<file path="src/rtl/fps_params.svh">
`ifndef FPS_PARAMS_SVH
`define FPS_PARAMS_SVH
`define FPS_ADDR_W       22
`define FPS_DATA_W       16
`define FPS_BANK_LSB     18
`define FPS_BLOCK_LSB    15
`define FPS_CMD_DOUBLE   8'h35
`define FPS_CMD_QUAD     8'h56
`define FPS_CMD_STREAM   8'h30
`define FPS_CMD_CONFIRM  8'hd0
`define FPS_CMD_PAGED    8'h75
`define FPS_CMD_RD_ARRAY 8'hff
`define FPS_CMD_RD_STAT  8'h70
`define FPS_CMD_RD_SIG   8'h90
`define FPS_CMD_RD_QUERY 8'h98
`define FPS_TERM_DATA    16'hffff
`define FPS_PAGE_WORDS   3'd4
`define FPS_SR_READY     7
`define FPS_SR_PROG_ERR  4
`define FPS_SR_BANK_WS   0
`endif

</file>
<file path="src/rtl/fps_pkg.sv">
`include "fps_params.svh"
package fps_pkg;
	typedef struct packed {
		logic [`FPS_ADDR_W-1:0] addr;
		logic [`FPS_DATA_W-1:0] data;
	} bus_word_t;
	typedef struct packed {
		logic                   start;
		logic                   verify;
		logic [`FPS_ADDR_W-1:0] addr;
		logic [`FPS_DATA_W-1:0] data;
	} pec_req_t;
	typedef enum logic [1:0] {
		rd_array,
		rd_status,
		rd_signature,
		rd_query
	} read_mode_t;
endpackage

</file>
<file path="src/rtl/flash_factory_program_sequencer.sv">
`timescale 1ns/10ps
`default_nettype none
`include "fps_params.svh"
// Function
// double program: setup, word, word starts
// programming bank reads return status
// busy bank takes only read commands
// no suspend, no other bank ops
// reset aborts program in progress
// quad program: setup, four words, start
// host limits streamed cycles per block
// stream entry: setup then confirm, status reads
// host never writes read-status during stream
// stream: same address increments, new jumps
// out-of-block ffff ends program pass
// host polls bank write status per word
// verify resends words, compares, ffff ends
// verify done keeps status mode, errors reported
// exit sets controller ready bit
// paged: four-word pages, auto verify
// paged entry single setup, status reads
// page load four words, first address checked
// later page same block, ffff exits
// host checks ready after first word
// paged verify: ready zero, write status one
// paged end: ready one, write status zero
// setup accepts any address in bank
// ready bit zero while controller active
// host reads status between data writes
// track sequence, phase and start block
module flash_factory_program_sequencer
	import fps_pkg::*;
(
	// clock and reset
	input  wire logic                   clk_sys_i,
	input  wire logic                   rst_i,
	// host bus write
	input  wire logic                   wr_i,
	input  wire bus_word_t              wr_word_i,
	// host bus read
	input  wire logic                   rd_i,
	input  wire logic [`FPS_ADDR_W-1:0] rd_addr_i,
	output logic                        rd_status_sel_o,
	output read_mode_t                  read_mode_o,
	// program/erase controller
	output pec_req_t                    pec_req_o,
	output bus_word_t                   page_word_o [4],
	input  wire logic                   pec_busy_i,
	input  wire logic                   pec_fail_i,
	// device-wide arbitration
	input  wire logic                   suspend_req_i,
	output logic                        suspend_refused_o,
	output logic                        other_bank_block_o,
	// status
	output logic [7:0]                  status_o
);
	typedef enum logic [3:0] {
		idle,
		dbl_word,
		quad_word,
		par_busy,
		strm_confirm,
		strm_prog,
		strm_verify,
		page_first,
		page_load,
		page_pv,
		done_status
	} seq_t;

	seq_t                       state;
	seq_t                       next_state;
	logic [`FPS_ADDR_W-1:0]     start_addr;
	logic [`FPS_ADDR_W-1:0]     word_ptr;
	logic [2:0]                 word_cnt;
	logic                       fail_seen;
	logic                       pv_running;
	logic                       page_load_en;
	logic [1:0]                 page_idx;
	logic [`FPS_ADDR_W-1:0]     busy_bank;
	read_mode_t                 read_mode;

	logic [7:0]                 wr_cmd;
	logic                       same_block;
	logic                       term_write;
	logic                       in_seq;
	logic                       is_read_cmd;

	assign wr_cmd      = wr_word_i.data[7:0];
	assign same_block  = wr_word_i.addr[`FPS_ADDR_W-1:`FPS_BLOCK_LSB] ==
		start_addr[`FPS_ADDR_W-1:`FPS_BLOCK_LSB];
	assign term_write  = !same_block && wr_word_i.data == `FPS_TERM_DATA;
	assign is_read_cmd = wr_cmd == `FPS_CMD_RD_ARRAY ||
		wr_cmd == `FPS_CMD_RD_STAT || wr_cmd == `FPS_CMD_RD_SIG ||
		wr_cmd == `FPS_CMD_RD_QUERY;
	assign in_seq      = state != idle && state != done_status;

	////////////////////////////////////////////////////////////////////////
	// sequence and phase tracking
	always_comb begin
		next_state = state;
		unique case (state)
			idle, done_status: begin
				if (wr_i) begin
					// setup accepts any address, bank latched below
					unique case (wr_cmd)
						`FPS_CMD_DOUBLE: next_state = dbl_word;
						`FPS_CMD_QUAD:   next_state = quad_word;
						`FPS_CMD_STREAM: next_state = strm_confirm;
						`FPS_CMD_PAGED:  next_state = page_first;
						default:         next_state = state;
					endcase
				end
			end
			dbl_word: begin
				if (wr_i && word_cnt == 3'd1)
					next_state = par_busy;
			end
			quad_word: begin
				if (wr_i && word_cnt == 3'd3)
					next_state = par_busy;
			end
			par_busy: begin
				// busy rises only one edge after the start pulse
				if (!pec_busy_i && !pec_req_o.start)
					next_state = done_status;
			end
			strm_confirm: begin
				// a bad confirm drops the command
				if (wr_i)
					next_state = wr_cmd == `FPS_CMD_CONFIRM ? strm_prog
						: done_status;
			end
			strm_prog: begin
				if (wr_i && term_write && word_cnt != 3'd0)
					next_state = strm_verify;
			end
			strm_verify: begin
				if (wr_i && term_write && word_cnt != 3'd0)
					next_state = done_status;
			end
			page_first: begin
				// other-block writes other than ffff are ignored while idle between pages
				if (wr_i && term_write && pv_running == 1'b0 &&
					word_cnt == 3'd0 && start_addr != '0)
					next_state = done_status;
				else if (wr_i && !pv_running && (same_block ||
					start_addr == '0))
					next_state = page_load;
			end
			page_load: begin
				if (wr_i && word_cnt == 3'd3)
					next_state = page_pv;
			end
			page_pv: begin
				if (!pec_busy_i && !pec_req_o.start)
					next_state = page_first;
			end
			default: next_state = idle;
		endcase
	end

	always_ff @(posedge clk_sys_i or posedge rst_i) begin
		if (rst_i) begin
			state <= idle;
		end else begin
			state <= next_state;
		end
	end

	////////////////////////////////////////////////////////////////////////
	// start address, word pointer and word count
	always_ff @(posedge clk_sys_i or posedge rst_i) begin
		if (rst_i) begin
			start_addr <= '0;
			word_ptr   <= '0;
			word_cnt   <= 3'd0;
		end else if (wr_i) begin
			unique case (state)
				idle, done_status: begin
					start_addr <= next_state == page_first ? '0
						: wr_word_i.addr;
					word_cnt   <= 3'd0;
				end
				dbl_word, quad_word, page_load: begin
					word_cnt <= next_state == state ?
						word_cnt + 3'd1 : 3'd0;
				end
				strm_confirm: begin
					start_addr <= '0;
					word_cnt   <= 3'd0;
				end
				strm_prog, strm_verify: begin
					if (next_state != state) begin
						word_cnt <= 3'd0;
					end else if (same_block || word_cnt == 3'd0) begin
						if (word_cnt == 3'd0) begin
							start_addr <= wr_word_i.addr;
							word_ptr   <= wr_word_i.addr;
						end else if (wr_word_i.addr == start_addr) begin
							word_ptr <= word_ptr + 1'b1;
						end else begin
							word_ptr <= wr_word_i.addr;
						end
						word_cnt <= 3'd1;
					end
				end
				page_first: begin
					if (next_state == page_load) begin
						if (start_addr == '0)
							start_addr <= wr_word_i.addr;
						word_cnt <= 3'd1;
					end
				end
				default: begin
				end
			endcase
		end else if (state == par_busy || state == page_pv) begin
			word_cnt <= 3'd0;
		end
	end

	////////////////////////////////////////////////////////////////////////
	// page buffer, only the slot index matters after the first word
	assign page_load_en = wr_i && (state == dbl_word || state == quad_word ||
		state == page_load || next_state == page_load);
	assign page_idx     = state == page_first ? 2'd0 : word_cnt[1:0];

	for (genvar s = 0; s < 4; s++) begin : g_slot
		fps_page_slot #(
			.SLOT (2'(s))
		) u_slot (
			.clk_sys_i (clk_sys_i),
			.rst_i     (rst_i),
			.load_i    (page_load_en),
			.index_i   (page_idx),
			.word_i    (wr_word_i),
			.word_o    (page_word_o[s])
		);
	end

	////////////////////////////////////////////////////////////////////////
	// controller requests, one pulse per double/quad program, stream word or page
	always_ff @(posedge clk_sys_i or posedge rst_i) begin
		if (rst_i) begin
			pec_req_o  <= '0;
			pv_running <= 1'b0;
		end else begin
			pec_req_o.start <= 1'b0;
			if (next_state == par_busy && state != par_busy)
				pec_req_o.start <= 1'b1;
			if (next_state == page_pv && state == page_load) begin
				pec_req_o.start  <= 1'b1;
				pec_req_o.verify <= 1'b1;
				pv_running       <= 1'b1;
			end
			if (state == page_pv && !pec_busy_i && !pec_req_o.start)
				pv_running <= 1'b0;
			if (wr_i && (state == strm_prog || state == strm_verify) &&
				next_state == state && (same_block || word_cnt == 3'd0)) begin
				pec_req_o.start  <= 1'b1;
				pec_req_o.verify <= state == strm_verify;
				pec_req_o.data   <= wr_word_i.data;
				pec_req_o.addr   <= word_cnt == 3'd0 ? wr_word_i.addr
					: (wr_word_i.addr == start_addr ? word_ptr + 1'b1
					: wr_word_i.addr);
			end
		end
	end

	////////////////////////////////////////////////////////////////////////
	// read mode of the bank; busy bank only takes read commands
	always_ff @(posedge clk_sys_i or posedge rst_i) begin
		if (rst_i) begin
			read_mode <= rd_array;
			busy_bank <= '0;
		end else if (wr_i) begin
			if ((state == idle || state == done_status) &&
				next_state != state) begin
				read_mode <= rd_status;
				busy_bank <= wr_word_i.addr;
			end else if ((state == par_busy || state == done_status ||
				state == idle) && is_read_cmd) begin
				// other commands ignored while busy
				unique case (wr_cmd)
					`FPS_CMD_RD_ARRAY: read_mode <= rd_array;
					`FPS_CMD_RD_STAT:  read_mode <= rd_status;
					`FPS_CMD_RD_SIG:   read_mode <= rd_signature;
					default:           read_mode <= rd_query;
				endcase
			end else if (state == page_first &&
				next_state == done_status) begin
				read_mode <= fail_seen ? rd_status : rd_array;
			end
		end
	end

	// stream and paged phases force status on every read
	assign rd_status_sel_o = rd_i && (state inside {strm_confirm, strm_prog,
		strm_verify, page_first, page_load, page_pv} ||
		(state == par_busy && rd_addr_i[`FPS_ADDR_W-1:`FPS_BANK_LSB] ==
		busy_bank[`FPS_ADDR_W-1:`FPS_BANK_LSB]) ||
		read_mode == rd_status);
	assign read_mode_o = read_mode;

	////////////////////////////////////////////////////////////////////////
	// suspend refusal and dual-operation lockout
	assign other_bank_block_o = in_seq;
	assign suspend_refused_o  = in_seq && suspend_req_i;

	////////////////////////////////////////////////////////////////////////
	// status: sticky failure, ready and bank write status
	always_ff @(posedge clk_sys_i or posedge rst_i) begin
		if (rst_i) begin
			fail_seen <= 1'b0;
		end else if (pec_fail_i && in_seq) begin
			fail_seen <= 1'b1;
		end else if ((state == idle || state == done_status) &&
			next_state != state) begin
			fail_seen <= 1'b0;
		end
	end

	always_comb begin
		status_o = 8'h00;
		// ready only when no sequence holds the controller
		status_o[`FPS_SR_READY]    = !in_seq && !pec_busy_i;
		status_o[`FPS_SR_PROG_ERR] = fail_seen;
		status_o[`FPS_SR_BANK_WS]  = state == page_pv || pv_running ||
			(in_seq && (pec_busy_i || pec_req_o.start));
	end
endmodule
`default_nettype wire

</file>
<file path="src/rtl/fps_page_slot.sv">
`timescale 1ns/10ps
`default_nettype none
`include "fps_params.svh"
// one word slot of the parallel page buffer
module fps_page_slot
	import fps_pkg::*;
#(
	parameter logic [1:0] SLOT = 2'd0
) (
	input  wire logic                   clk_sys_i,
	input  wire logic                   rst_i,
	input  wire logic                   load_i,
	input  wire logic [1:0]             index_i,
	input  wire bus_word_t              word_i,
	output bus_word_t                   word_o
);
	always_ff @(posedge clk_sys_i or posedge rst_i) begin
		if (rst_i) begin
			word_o <= '0;
		end else if (load_i && index_i == SLOT) begin
			word_o <= word_i;
		end
	end
endmodule
`default_nettype wire

</file>
<file path="config.mk">
export PLATFORM = sky130hd
export DESIGN_NAME = flash_factory_program_sequencer
export DESIGN_NICKNAME = d
export VERILOG_FILES = /design/src/rtl/fps_pkg.sv /design/src/rtl/flash_factory_program_sequencer.sv /design/src/rtl/fps_page_slot.sv
export VERILOG_INCLUDE_DIRS = /design/src /design/src/rtl
export SDC_FILE = /design/constraint.sdc
export NUM_CORES = 1
export LEC_CHECK = 0
export BUFFER_PORTS_ARGS = -buffer_cell sky130_fd_sc_hd__buf_2
export CAP_MARGIN = 15
export CELL_PAD_IN_SITES_DETAIL_PLACEMENT = 0
export CELL_PAD_IN_SITES_GLOBAL_PLACEMENT = 2
export CORE_UTILIZATION = 35
export CTS_CLUSTER_DIAMETER = 100
export DETAILED_ROUTE_END_ITERATION = 16
export HOLD_SLACK_MARGIN = 0.06
export PLACE_DENSITY_LB_ADDON = 0.12
export SLEW_MARGIN = 25
export SYNTH_ARGS = -nofsm -noshare
export SYNTH_HDL_FRONTEND = slang
export SYNTH_HIERARCHICAL = 1
export SYNTH_SLANG_ARGS = --single-unit
</file>
<file path="constraint.sdc">
create_clock -name clk_sys_i -period 4.4 [get_ports clk_sys_i]
set_clock_uncertainty 0.1 [all_clocks]
set_input_delay 1.1 -clock clk_sys_i [delete_from_list [all_inputs] [get_ports clk_sys_i]]
set_output_delay 1.1 -clock clk_sys_i [all_outputs]
set_load 0.02 [all_outputs]
</file>
## Yosys cells after proc, flatten, opt, wreduce, memory -nomap -nowiden

Cells that the tools add are included.

| word-level totals | value |
|---|---|
| bits of input ports | 67 |
| flip-flop bits (word level) | 269 |

| cells by class | value |
|---|---|
| reductions and logical operators | 79 |
| eq/ne operators | 46 |
| add/subtract/negate cells | 2 |
| multiplexer cells | 43 |
| bitwise logic cells | 2 |

Operator list:

| kind | number |
|---|---|
| $mux W22 | 8 |
| $pmux W22 S4 | 1 |
| $mux W4 | 12 |
| $mux W40 | 1 |
| $pmux W4 S10 | 1 |
| $logic_and A1 B1 Y1 | 33 |
| $eq A8 B8 Y1 const B | 4 |
| $eq A4 B4 Y1 const B | 6 |
| $eq A8 B7 Y1 const B | 3 |
| $add A22 B1 Y22 const B | 1 |
| $eq A22 B22 Y1 | 1 |
| $logic_not A22 Y1 | 1 |
| $reduce_bool A22 Y1 | 1 |
| $eq A4 B3 Y1 const B | 5 |
| $logic_or A1 B1 Y1 | 18 |
| $mux W3 | 6 |
| $eq A16 B16 Y1 const B | 1 |
| $eq A8 B6 Y1 const B | 2 |
| $pmux W4 S4 | 1 |
| $eq A4 B2 Y1 const B | 3 |
| $pmux W3 S4 | 1 |
| $mux W2 | 5 |
| $ne A2 B2 Y1 const B | 5 |
| $eq A4 B4 Y1 | 2 |
| other kinds (28) | 50 |

## Depth between registers and ports, before layout

Gate-level depths: netlist of the first run.

| logic depth | value |
|---|---|
| word-level depth | 14 |
| depth in mapped cells | 14 |
| depth with buffers taken out | 12 |

## Modules after synthesis

The synthesis of the first run kept the hierarchy.

By module, submodules not included:

| module | cells an instance | area an instance (um2) | sequential area each (um2) | instances |
|---|---|---|---|---|
| flash_factory_program_sequencer | 694 | 5940.7 | 2477.4 | 1 |
| fps_page_slot (g_slot[1].u_slot ...) | 82 | 1516.5 | 950.9 | 2 |
| fps_page_slot (g_slot[0].u_slot) | 82 | 1529.0 | 950.9 | 1 |
| fps_page_slot (g_slot[3].u_slot) | 82 | 1501.4 | 950.9 | 1 |

## Least setup slack after synthesis of the first run

No wires, ideal clock.

| timing path | value |
|---|---|
| kind | in2reg |
| from | in wr_word_i[6] (netlist bit) |
| to | reg g_slot[0].u_slot/word_o[14] (netlist bit) |
| path buffers | 3 |
| arrival | 3.881 ns |
| library setup time | 0.125 ns |
| cell stages on the path | 14 |
| setup slack | 0.294 ns |
| required time | 4.175 ns |
| path through | buf_4 and4_1 nand4_1 or4_1 and4b_1 nor3_1 nor3_2 nand3_1 o21ai_0 and2_1 nor3b_2 buf_6 buf_12 mux2_4 |

| on the way | value |
|---|---|
| longest elaborated chain between the ends | 12 |
| elaborated cells between the ends (all ways) | 24 |
| classes of those cells | eq/ne (7); mux (8); reduce/logical (9) |

Ends and longest elaborated chain:

| what | RTL line | text |
|---|---|---|
| start: declaration | flash_factory_program_sequencer.sv:39 | `input wire bus_word_t wr_word_i,` |
| $eq A16 B16 Y1 (no source line) | -- |  |
| $logic_and A1 B1 Y1 (no source line) | -- |  |
| $logic_and A1 B1 Y1 | flash_factory_program_sequencer.sv:135, flash_factory_program_sequencer.sv:139, flash_factory_program_sequencer.sv:144 |  |
| $logic_and A1 B1 Y1 (2 in series) | flash_factory_program_sequencer.sv:144 | `if (wr_i && term_write && pv_running == 1'b0 &&` |
| $logic_and A1 B1 Y1 | flash_factory_program_sequencer.sv:145 | `word_cnt == 3'd0 && start_addr != '0)` |
| $mux W4 | flash_factory_program_sequencer.sv:144 |  |
| $pmux W4 S10 * | flash_factory_program_sequencer.sv:102 | `unique case (state)` |
| $eq A4 B4 Y1 * | flash_factory_program_sequencer.sv:226 | `state == page_load \|\| next_state == page_load);` |
| $logic_or A1 B1 Y1 * | flash_factory_program_sequencer.sv:226 |  |
| $logic_and A1 B1 Y1 * | flash_factory_program_sequencer.sv:225 | `assign page_load_en = wr_i && (state == dbl_word \|\| state == quad_word \|\|` |
| named net page_load_en | flash_factory_program_sequencer.sv:78 | `logic page_load_en;` |
| $logic_and A1 B1 Y1 * | fps_page_slot.sv:20 | `end else if (load_i && index_i == SLOT) begin` |
| end signal: assignment | fps_page_slot.sv:21 | `word_o <= word_i;` |
| end: declaration | fps_page_slot.sv:15 | `output bus_word_t word_o` |

Mark *: on every way through the listed nets, which the timed path passes. The rest lies on a longest branch.
A chain may end at the register's enable or synchronous reset.

## Worst setup path after layout of the first run

| timing path | value |
|---|---|
| from | in wr_word_i[3] (netlist bit) |
| to | reg g_slot[0].u_slot/word_o[8] (netlist bit) |

The elaborated chain is that of the path after synthesis.

==> results of run 1 <==
==> stage by stage <==
stage	hold WS (ns)	cells	TNS [ns]	area [um2]
floorplan	0.3819	1026	0	12020
global placement	0.3518	1715	-0.5673	13990
detailed placement	0.3497	1715	-0.1658	13990
CTS	0.3715	1765	0	14990
global route	0.3928	1765	0	14990
finish	0.3687	1765	0	14990
==> power groups by stage <==
stage	Clock (mW)	Sequential (mW)	Combinational, mW
after floorplan	0	4.02	1.78
after global placement	0	3.48	3.46
after detailed placement	0	3.49	3.48
after CTS	2.62	3.46	3.49
after global routing	2.71	3.56	3.70
final	2.54	3.46	3.44
==> cells by family after synthesis <==
| logic type | count (synthesis) | synth area share |
|---|---|---|
| muxes | 184 | 0.1948 |
| AOI/OAI and AO/OA | 133 | 0.07275 |
| DFF | 251 | 0.5232 |
| and+or+nand+nor | 299 | 0.1237 |
| xor gates and xnor gates | 47 | 0.03429 |
| adders and majority gates | 5 | 0.005212 |
| buffers and inverters | 102 | 0.04565 |
| other | 1 | 0.0003124 |
==> worst min path at each step <==
| stage | start | end | slack, ns | depth (start not counted) |
|---|---|---|---|---|
| floorplan | word_ptr[9] | word_ptr[9] | 0.38 | 2 |
| global placement | pec_req_o[18] | pec_req_o[18] | 0.35 | 2 |
| detailed placement | pec_req_o[28] | pec_req_o[28] | 0.35 | 2 |
| CTS | pec_req_o[18] | pec_req_o[18] | 0.37 | 2 |
| global route | pec_req_o[1] | pec_req_o[1] | 0.39 | 2 |
| finish | pec_req_o[0] | pec_req_o[0] | 0.37 | 2 |
==> placed cells by master (no fill, tap or decap), types with 4 or more instances in the layout <==
| cell | count |
|---|---|
| nor3_1 | 9 |
| nor4_1 | 10 |
| nand3b_1 | 6 |
| a21oi_1 | 27 |
| xor2_1 | 31 |
| o21a_1 | 7 |
| conb_1 | 5 |
| a21o_1 | 9 |
| inv_1 | 35 |
| o21ai_0 | 39 |
| ha_1 | 5 |
| buf_12 | 10 |
| nor2b_1 | 9 |
| and3_1 | 8 |
| nand3_1 | 19 |
| mux2i_1 | 27 |
| nand2_1 | 148 |
| mux2_2 | 76 |
| a31oi_1 | 9 |
| nor2_1 | 37 |
| bufinv_16 | 5 |
| o211ai_1 | 11 |
| clkinv_2 | 4 |
| or3_1 | 5 |
| mux2_4 | 80 |
| buf_2 | 248 |
| a211oi_1 | 5 |
| clkbuf_16 | 29 |
| clkbuf_1 | 5 |
| buf_4 | 45 |
| nand2b_1 | 5 |
| and4_1 | 4 |
| nand4_1 | 10 |
| dfrtp_1 | 251 |
| xnor2_1 | 16 |
| o22a_1 | 4 |
==> cell type report <==
cell class,instances,area (um2),area share
repair buffers,303,1779,0.1187
clock inverters,13,209.0,0.01394
clock buffers,37,785.8,0.05243
inverters,40,153.9,0.01027
flip-flops and latches,251,6281,0.4191
well taps,448,560.5,0.03740
multi-input cells,673,5219,0.3482
==> sequential cells by signal, indices dropped and copies added (netlist names) <==
| register | cells |
|---|---|
| busy_bank | 4 |
| fail_seen | 1 |
| g_slot.u_slot/word_o | 152 |
| pec_req_o | 40 |
| pv_running | 1 |
| read_mode_o | 2 |
| start_addr | 22 |
| state | 4 |
| word_cnt | 3 |
| word_ptr | 22 |
==> layer usage <==
metal	GRT usage	share of wire	up-vias
met2	0.3510	0.50	175
met3	0.02833	0.035	37
met5	0	0	-
li1	-	-	4082
met4	0.04603	0.021	0
met1	0.2696	0.44	4364
==> tightest hold or removal path: cells and delay by family (launching register included) <==
kind,cells,cell delay (ns)
flops,1,0.34
simple gates,2,0.10
==> reports/metrics.csv, run 1 <==
stage,metric,value,unit
clock_tree,clk_lat worst skew,0.54,ns
critical_path,Top delay family on crit path,simple AND/OR/NAND/NOR gates,
clock_tree,Root Buffer,clkbuf_16,
critical_path,stages on the worst setup path,13,
sta,Final period util,0.8687,
finish,Area Overhead vs Synth,24.86,%
synthesis,post-synthesis register bit count,251,
synthesis,Synth cell types,68,
critical_path,Startpoint Class,input port,
sta,RSZ-0062 raised after global routing,no,
synthesis,Synthesis Warnings,6,
sta,Slew Limit Fails,0,
floorplanning,FP Rows,67,
place,Buffers on Ports,248,
critical_path,"Cell Chain, Critical Path",buf_2 > and4_1 > nand4_1 > or4_1 > and4b_1 > nor3_1 > nor3_2 > nand3_1 > o21ai_0 > and2_1 > nor3b_4 > buf_12 > mux2_2,
power_and_ir_drop,power density over the cells,630.3,nW/um2
critical_path,WP data required,4.72,ns
sta,Worst slew margin,0.4509,
power_and_ir_drop,sw power,3.355,mW
floorplanning,Die H,187.2,um
clock_tree,CTS Hold Bufs,0,
critical_path,WP buf/inv,2,
critical_path,Critical Path AT,4.15,ns
critical_path,crit path launch,wr_word_i[3],
power_and_ir_drop,sequential cell fraction of total power,0.366,
synthesis,Async SR Flop Fraction,1.000,
finish,Fill cells,3226,
finish,Final nets,1369,
hold_path,type of the worst min-delay path,reg2reg,
floorplanning,die width,187.2,um
global_route,first-pass GRT wire length,55.19,mm
finish,diodes inserted,0,
critical_path,Reg2Reg Depth,12,
power_and_ir_drop,leakage dissipation,7.921,nW
synthesis,Synth area leader,dfrtp_1,
floorplanning,IO Count,272,
critical_path,"slowest stage cell, crit path",or4_1,
sta,final setup fails,0,
synthesis,"count leader, synth",dfrtp_1,
power_and_ir_drop,Tot Pwr,9.447,mW
floorplanning,core area,33620,um2
place,HPWL Detailed,25.28,mm
critical_path,critical path class,in2reg,
clock_tree,TritonCTS Sinks,251,
place,dpl ws,-0.01720,ns
synthesis,Synth Flop Type,dfrtp_1,
sta,Final min period,3.822,ns
drt,Vias,8658,
clock_tree,CTS H-tree depth,1,
global_route,GRT Total Usage,0.2033,
synthesis,"Seq/Total Area, Yosys",0.5232,
run_status,status,"finished, final reports clean",
synthesis,"Cell Area, Synth",12000,um2
critical_path,CP endpoint kind,register,
global_route,vias in the first global route,8776,
clock_tree,CTS resizes,0,
floorplanning,Initial Util,0.3571,
synthesis,post-synthesis area per instance,11.75,um2
power_and_ir_drop,clock share of power,0.269,
power_and_ir_drop,P_int,6.092,mW
drt,# DRC,0,
drt,initial DRC count,326,
finish,Layout Utilization,0.4459,
synthesis,Post-synth EDFFs,0,
sta,Final Hold Fails,0,
critical_path,Critical R2R Launch,state[3],
drt,final wirelength,35.67,mm
synthesis,area share of the largest cell type after synthesis,0.5232,
sta,Worst Max-Slew Pin Slew,0.8237,ns
critical_path,worst reg-to-reg setup slack,0.81,ns
critical_path,highest fanout seen on the critical path,28,
critical_path,Crit path largest cell delay,0.54,ns
clock_tree,"CTS clk-pin slew, worst paths",0.06,ns
global_route,largest net degree at the start of global routing,54,
clock_tree,CTS tree,yes,
power_and_ir_drop,switching share of total power,0.3552,
sta,Max Clock Freq,261.6,MHz
critical_path,CP Capture Point,g_slot[0].u_slot/word_o[8],
drt,Vias/cell,4.905,
finish,ratio of cells with drive above 1 in the final layout,0.3986,
flow_run,# Max-Cap Violations,0,
clock_tree,Inserted Clock Buffers,28,
critical_path,FF-to-FF End,g_slot[0].u_slot/word_o[8],
floorplanning,Die Area,35040,um2
clock_tree,Clock Path Buffers,3,
drt,antenna violation net count after detailed routing,0,
synthesis,Synth area leaders,"dfrtp_1, mux2_4, mux2_2",
sta,final setup margin,0.5777,ns
drt,DRT Pass-1 Iters,4,
global_route,initial antenna violation count,0,
global_route,Overflow after GRT,0,
power_and_ir_drop,Worst IR Drop VDD,0.3061,mV
synthesis,Post-Synthesis Cells,1022,
clock_tree,Post-CTS Setup Bufs,0,
place,GP Congestion,0.8339,
drt,drt wl/cell,20.21,um
power_and_ir_drop,Combinational Power Share,0.365,
synthesis,Post-synth top cells,"dfrtp_1, nand2_1, mux2_4",
No activity file was read; power rests on OpenSTA's default activity.
==> run 2, diff against run 1 <==
--- a/config.mk
+++ b/config.mk
@@ -18,5 +18,4 @@
 export SLEW_MARGIN = 25
 export SYNTH_ARGS = -nofsm -noshare
 export SYNTH_HDL_FRONTEND = slang
-export SYNTH_HIERARCHICAL = 1
 export SYNTH_SLANG_ARGS = --single-unit
==> reports/metrics.csv, run 2 <==
stage,metric,value,unit
finish,Top Registers,"g_slot.u_slot.word_o (152), pec_req_o (40)",
floorplanning,Die H,184.7,um
sta,Worst Max-Slew Pin Slew,0.8187,ns
drt,Vias,8592,
hold_path,type of the worst min-delay path,reg2reg,
clock_tree,CTS tree,yes,
drt,drt wl/cell,19.40,um
power_and_ir_drop,P_int,6.883,mW
synthesis,area share of the largest cell type after synthesis,0.5377,
critical_path,most frequent CP cell,nand3_1,
global_route,Overflow after GRT,0,
power_and_ir_drop,Worst IR Drop VDD,0.4444,mV
place,Buffers on Ports,248,
floorplanning,Die Area,34110,um2
flow_run,# Max-Cap Violations,0,
place,dpl ws,0.3381,ns
clock_tree,TritonCTS Sinks,251,
global_route,vias in the first global route,8714,
sta,Final min period,3.504,ns
finish,diodes inserted,0,
sta,final setup fails,0,
critical_path,WP buf/inv,3,
sta,Final Hold Fails,0,
power_and_ir_drop,power density over the cells,767.0,nW/um2
global_route,largest net degree at the start of global routing,72,
clock_tree,Inserted Clock Buffers,30,
sta,final setup margin,0.8956,ns
synthesis,Synth cell types,71,
critical_path,WP data required,4.73,ns
global_route,first-pass GRT wire length,52.16,mm
finish,most frequent cells in the layout,"dfrtp_1, buf_2, nand2_1, mux2_2, inv_1",
power_and_ir_drop,clock share of power,0.221,
floorplanning,FP Rows,66,
floorplanning,IO Count,272,
floorplanning,core area,32700,um2
drt,final wirelength,33.72,mm
sta,final setup TNS,0,ns
critical_path,Startpoint Class,input port,
run_status,status,"finished, final reports clean",
finish,"most common cell after layout, fill and taps aside",dfrtp_1,
synthesis,Synth area leader,dfrtp_1,
critical_path,critical path class,in2reg,
floorplanning,die width,184.7,um
critical_path,highest fanout seen on the critical path,18,
critical_path,Crit path largest cell delay,0.35,ns
sta,Max Clock Freq,285.4,MHz
synthesis,Async SR Flop Fraction,1.000,
synthesis,post-synthesis register bit count,251,
drt,Vias/cell,4.944,
place,HPWL Detailed,23.41,mm
synthesis,"Cell Area, Synth",11680,um2
finish,Multi-input gate area,4955,um2
clock_tree,Clock Path Buffers,3,
critical_path,"slowest stage cell, crit path",mux2_2,
critical_path,Top delay family on crit path,simple AND/OR/NAND/NOR gates,
synthesis,Synthesis Warnings,0,
finish,Fill cells,3143,
clock_tree,Root Buffer,clkbuf_16,
power_and_ir_drop,sequential cell fraction of total power,0.355,
hold_path,min-delay src,pec_req_o[4],
sta,Worst slew margin,0.4530,
finish,register area,6281,um2
global_route,initial antenna violation count,1,
power_and_ir_drop,sw power,4.304,mW
critical_path,Critical Path AT,3.83,ns
finish,Final nets,1346,
clock_tree,CTS H-tree depth,1,
finish,Top reg by flops,g_slot.u_slot.word_o,
clock_tree,CTS resizes,0,
sta,RSZ-0062 raised after global routing,no,
clock_tree,clk_lat worst skew,0.55,ns
clock_tree,Post-CTS Setup Bufs,0,
critical_path,"Cell Chain, Critical Path",buf_2 > nand2_1 > nor3_1 > buf_4 > o211ai_1 > nand3_1 > nand3_1 > nand2b_1 > nor3b_2 > o211a_4 > buf_12 > mux2_2,
critical_path,CP endpoint kind,register,
critical_path,crit path launch,wr_i,
clock_tree,"CTS clk-pin slew, worst paths",0.06,ns
critical_path,Critical R2R Launch,word_cnt[0],
power_and_ir_drop,leakage dissipation,7.382,nW
sta,Final period util,0.7965,
drt,antenna violation net count after detailed routing,0,
synthesis,Post-Synthesis Cells,1020,
clock_tree,CTS Hold Bufs,0,
drt,# DRC,0,
power_and_ir_drop,switching share of total power,0.3848,
place,GP Congestion,0.8572,
drt,initial DRC count,422,
finish,max reg flops,152,
drt,DRT Pass-1 Iters,4,
finish,ratio of cells with drive above 1 in the final layout,0.3889,
power_and_ir_drop,Combinational Power Share,0.425,
synthesis,Post-synth top cells,"dfrtp_1, nand2_1, mux2_2",
global_route,GRT Total Usage,0.1985,
finish,Area Overhead vs Synth,24.87,%
synthesis,"count leader, synth",dfrtp_1,
synthesis,"Seq/Total Area, Yosys",0.5377,
synthesis,Synth area leaders,"dfrtp_1, mux2_2, nand2_1",
synthesis,Post-synth EDFFs,0,
floorplanning,Initial Util,0.3572,
synthesis,post-synthesis area per instance,11.45,um2
sta,Slew Limit Fails,0,
synthesis,Synth Flop Type,dfrtp_1,
==> run 2: cell count changes after synthesis, moves of 9 or more <==
cell	delta
a21oi_1	-10
xnor2_1	+10
mux2_4	-60
clkbuf_1	+15
xor2_1	-14
o21ai_0	-15
buf_6	-9
mux2_1	+11
mux2_2	+48
==> run 2: kinds of logic (layout without fill, tap and decap cells) <==
kind of cell,Yosys count,in the layout,share of synthesized area
other,1,5,0.0003210
AOI/OAI and AO/OA,127,127,0.07841
buffers and inverters,111,383,0.04274
adders and majority gates,5,5,0.005356
muxes,184,184,0.1808
and+or+nand+nor,297,297,0.1210
xor gates and xnor gates,44,44,0.03363
DFF,251,251,0.5377
==> run 2: layout make-up <==
class                      count  share of cell area
sequential                   251              0.4306
multi-input combinational    662              0.3397
timing repair buffer         286              0.1115
clock buffer                  45             0.06365
tap                          442             0.03791
inverter                      43             0.01132
clock inverter                 9            0.005318
==> run 2: layer usage <==
layer  routed length [um]  GRT usage
met1                15760     0.2784
met2                15540     0.3152
met4                  669    0.04959
met3                 1750    0.03695
met5                    0          0
==> run 2: power by group through the flow <==
stage | clock network (mW) | logic, mW | registers [mW]
6_report | 2.47 | 4.75 | 3.97
5_1_grt | 2.64 | 5.12 | 4.12
4_1_cts | 2.56 | 4.82 | 3.97
3_5_place_dp | 0 | 4.81 | 3.99
3_3_place_gp | 0 | 4.78 | 3.96
2_1_floorplan | 0 | 2.37 | 4.89
==> run 2: path summary, 6_finish.rpt <==
path                                          endpoint  slack (ns)  depth (start not counted)
max                        g_slot[0].u_slot.word_o[25]        0.90                         12
min                                       pec_req_o[4]        0.37                          2
max reg2reg                g_slot[0].u_slot.word_o[25]        1.06                         12
min reg2reg                               pec_req_o[4]        0.37                          2
max in group asynchronous  g_slot[1].u_slot.word_o[19]        2.76                          3
min in group asynchronous                pec_req_o[32]        0.61                          2
==> run 2: worst reg2reg max path, cell delays in order, from the launching register on <==
cell and delay, ns:
dfrtp_1 0.49, inv_1 0.20, ha_1 0.19, nand2b_1 0.18, nor4_1 0.34, nand2_1 0.11, nor3_1 0.24, nor2_1 0.12
o21ai_2 0.22, nor3b_2 0.24, o211a_4 0.25, buf_12 0.18, mux2_2 0.36
==> run 2: through the flow <==
step           utilization  std cells  hold WS, ns  power [mW]  instance area [um2]
2_1_floorplan            -       1024       0.3698       7.257                11700
3_3_place_gp        0.4153       1684       0.3481       8.738                13580
3_5_place_dp        0.4153       1684       0.3572       8.806                13580
4_1_cts             0.4461       1738       0.3727       11.35                14590
5_1_grt             0.4461       1738       0.3812       11.88                14590
6_report            0.4461       1738       0.3680       11.19                14590
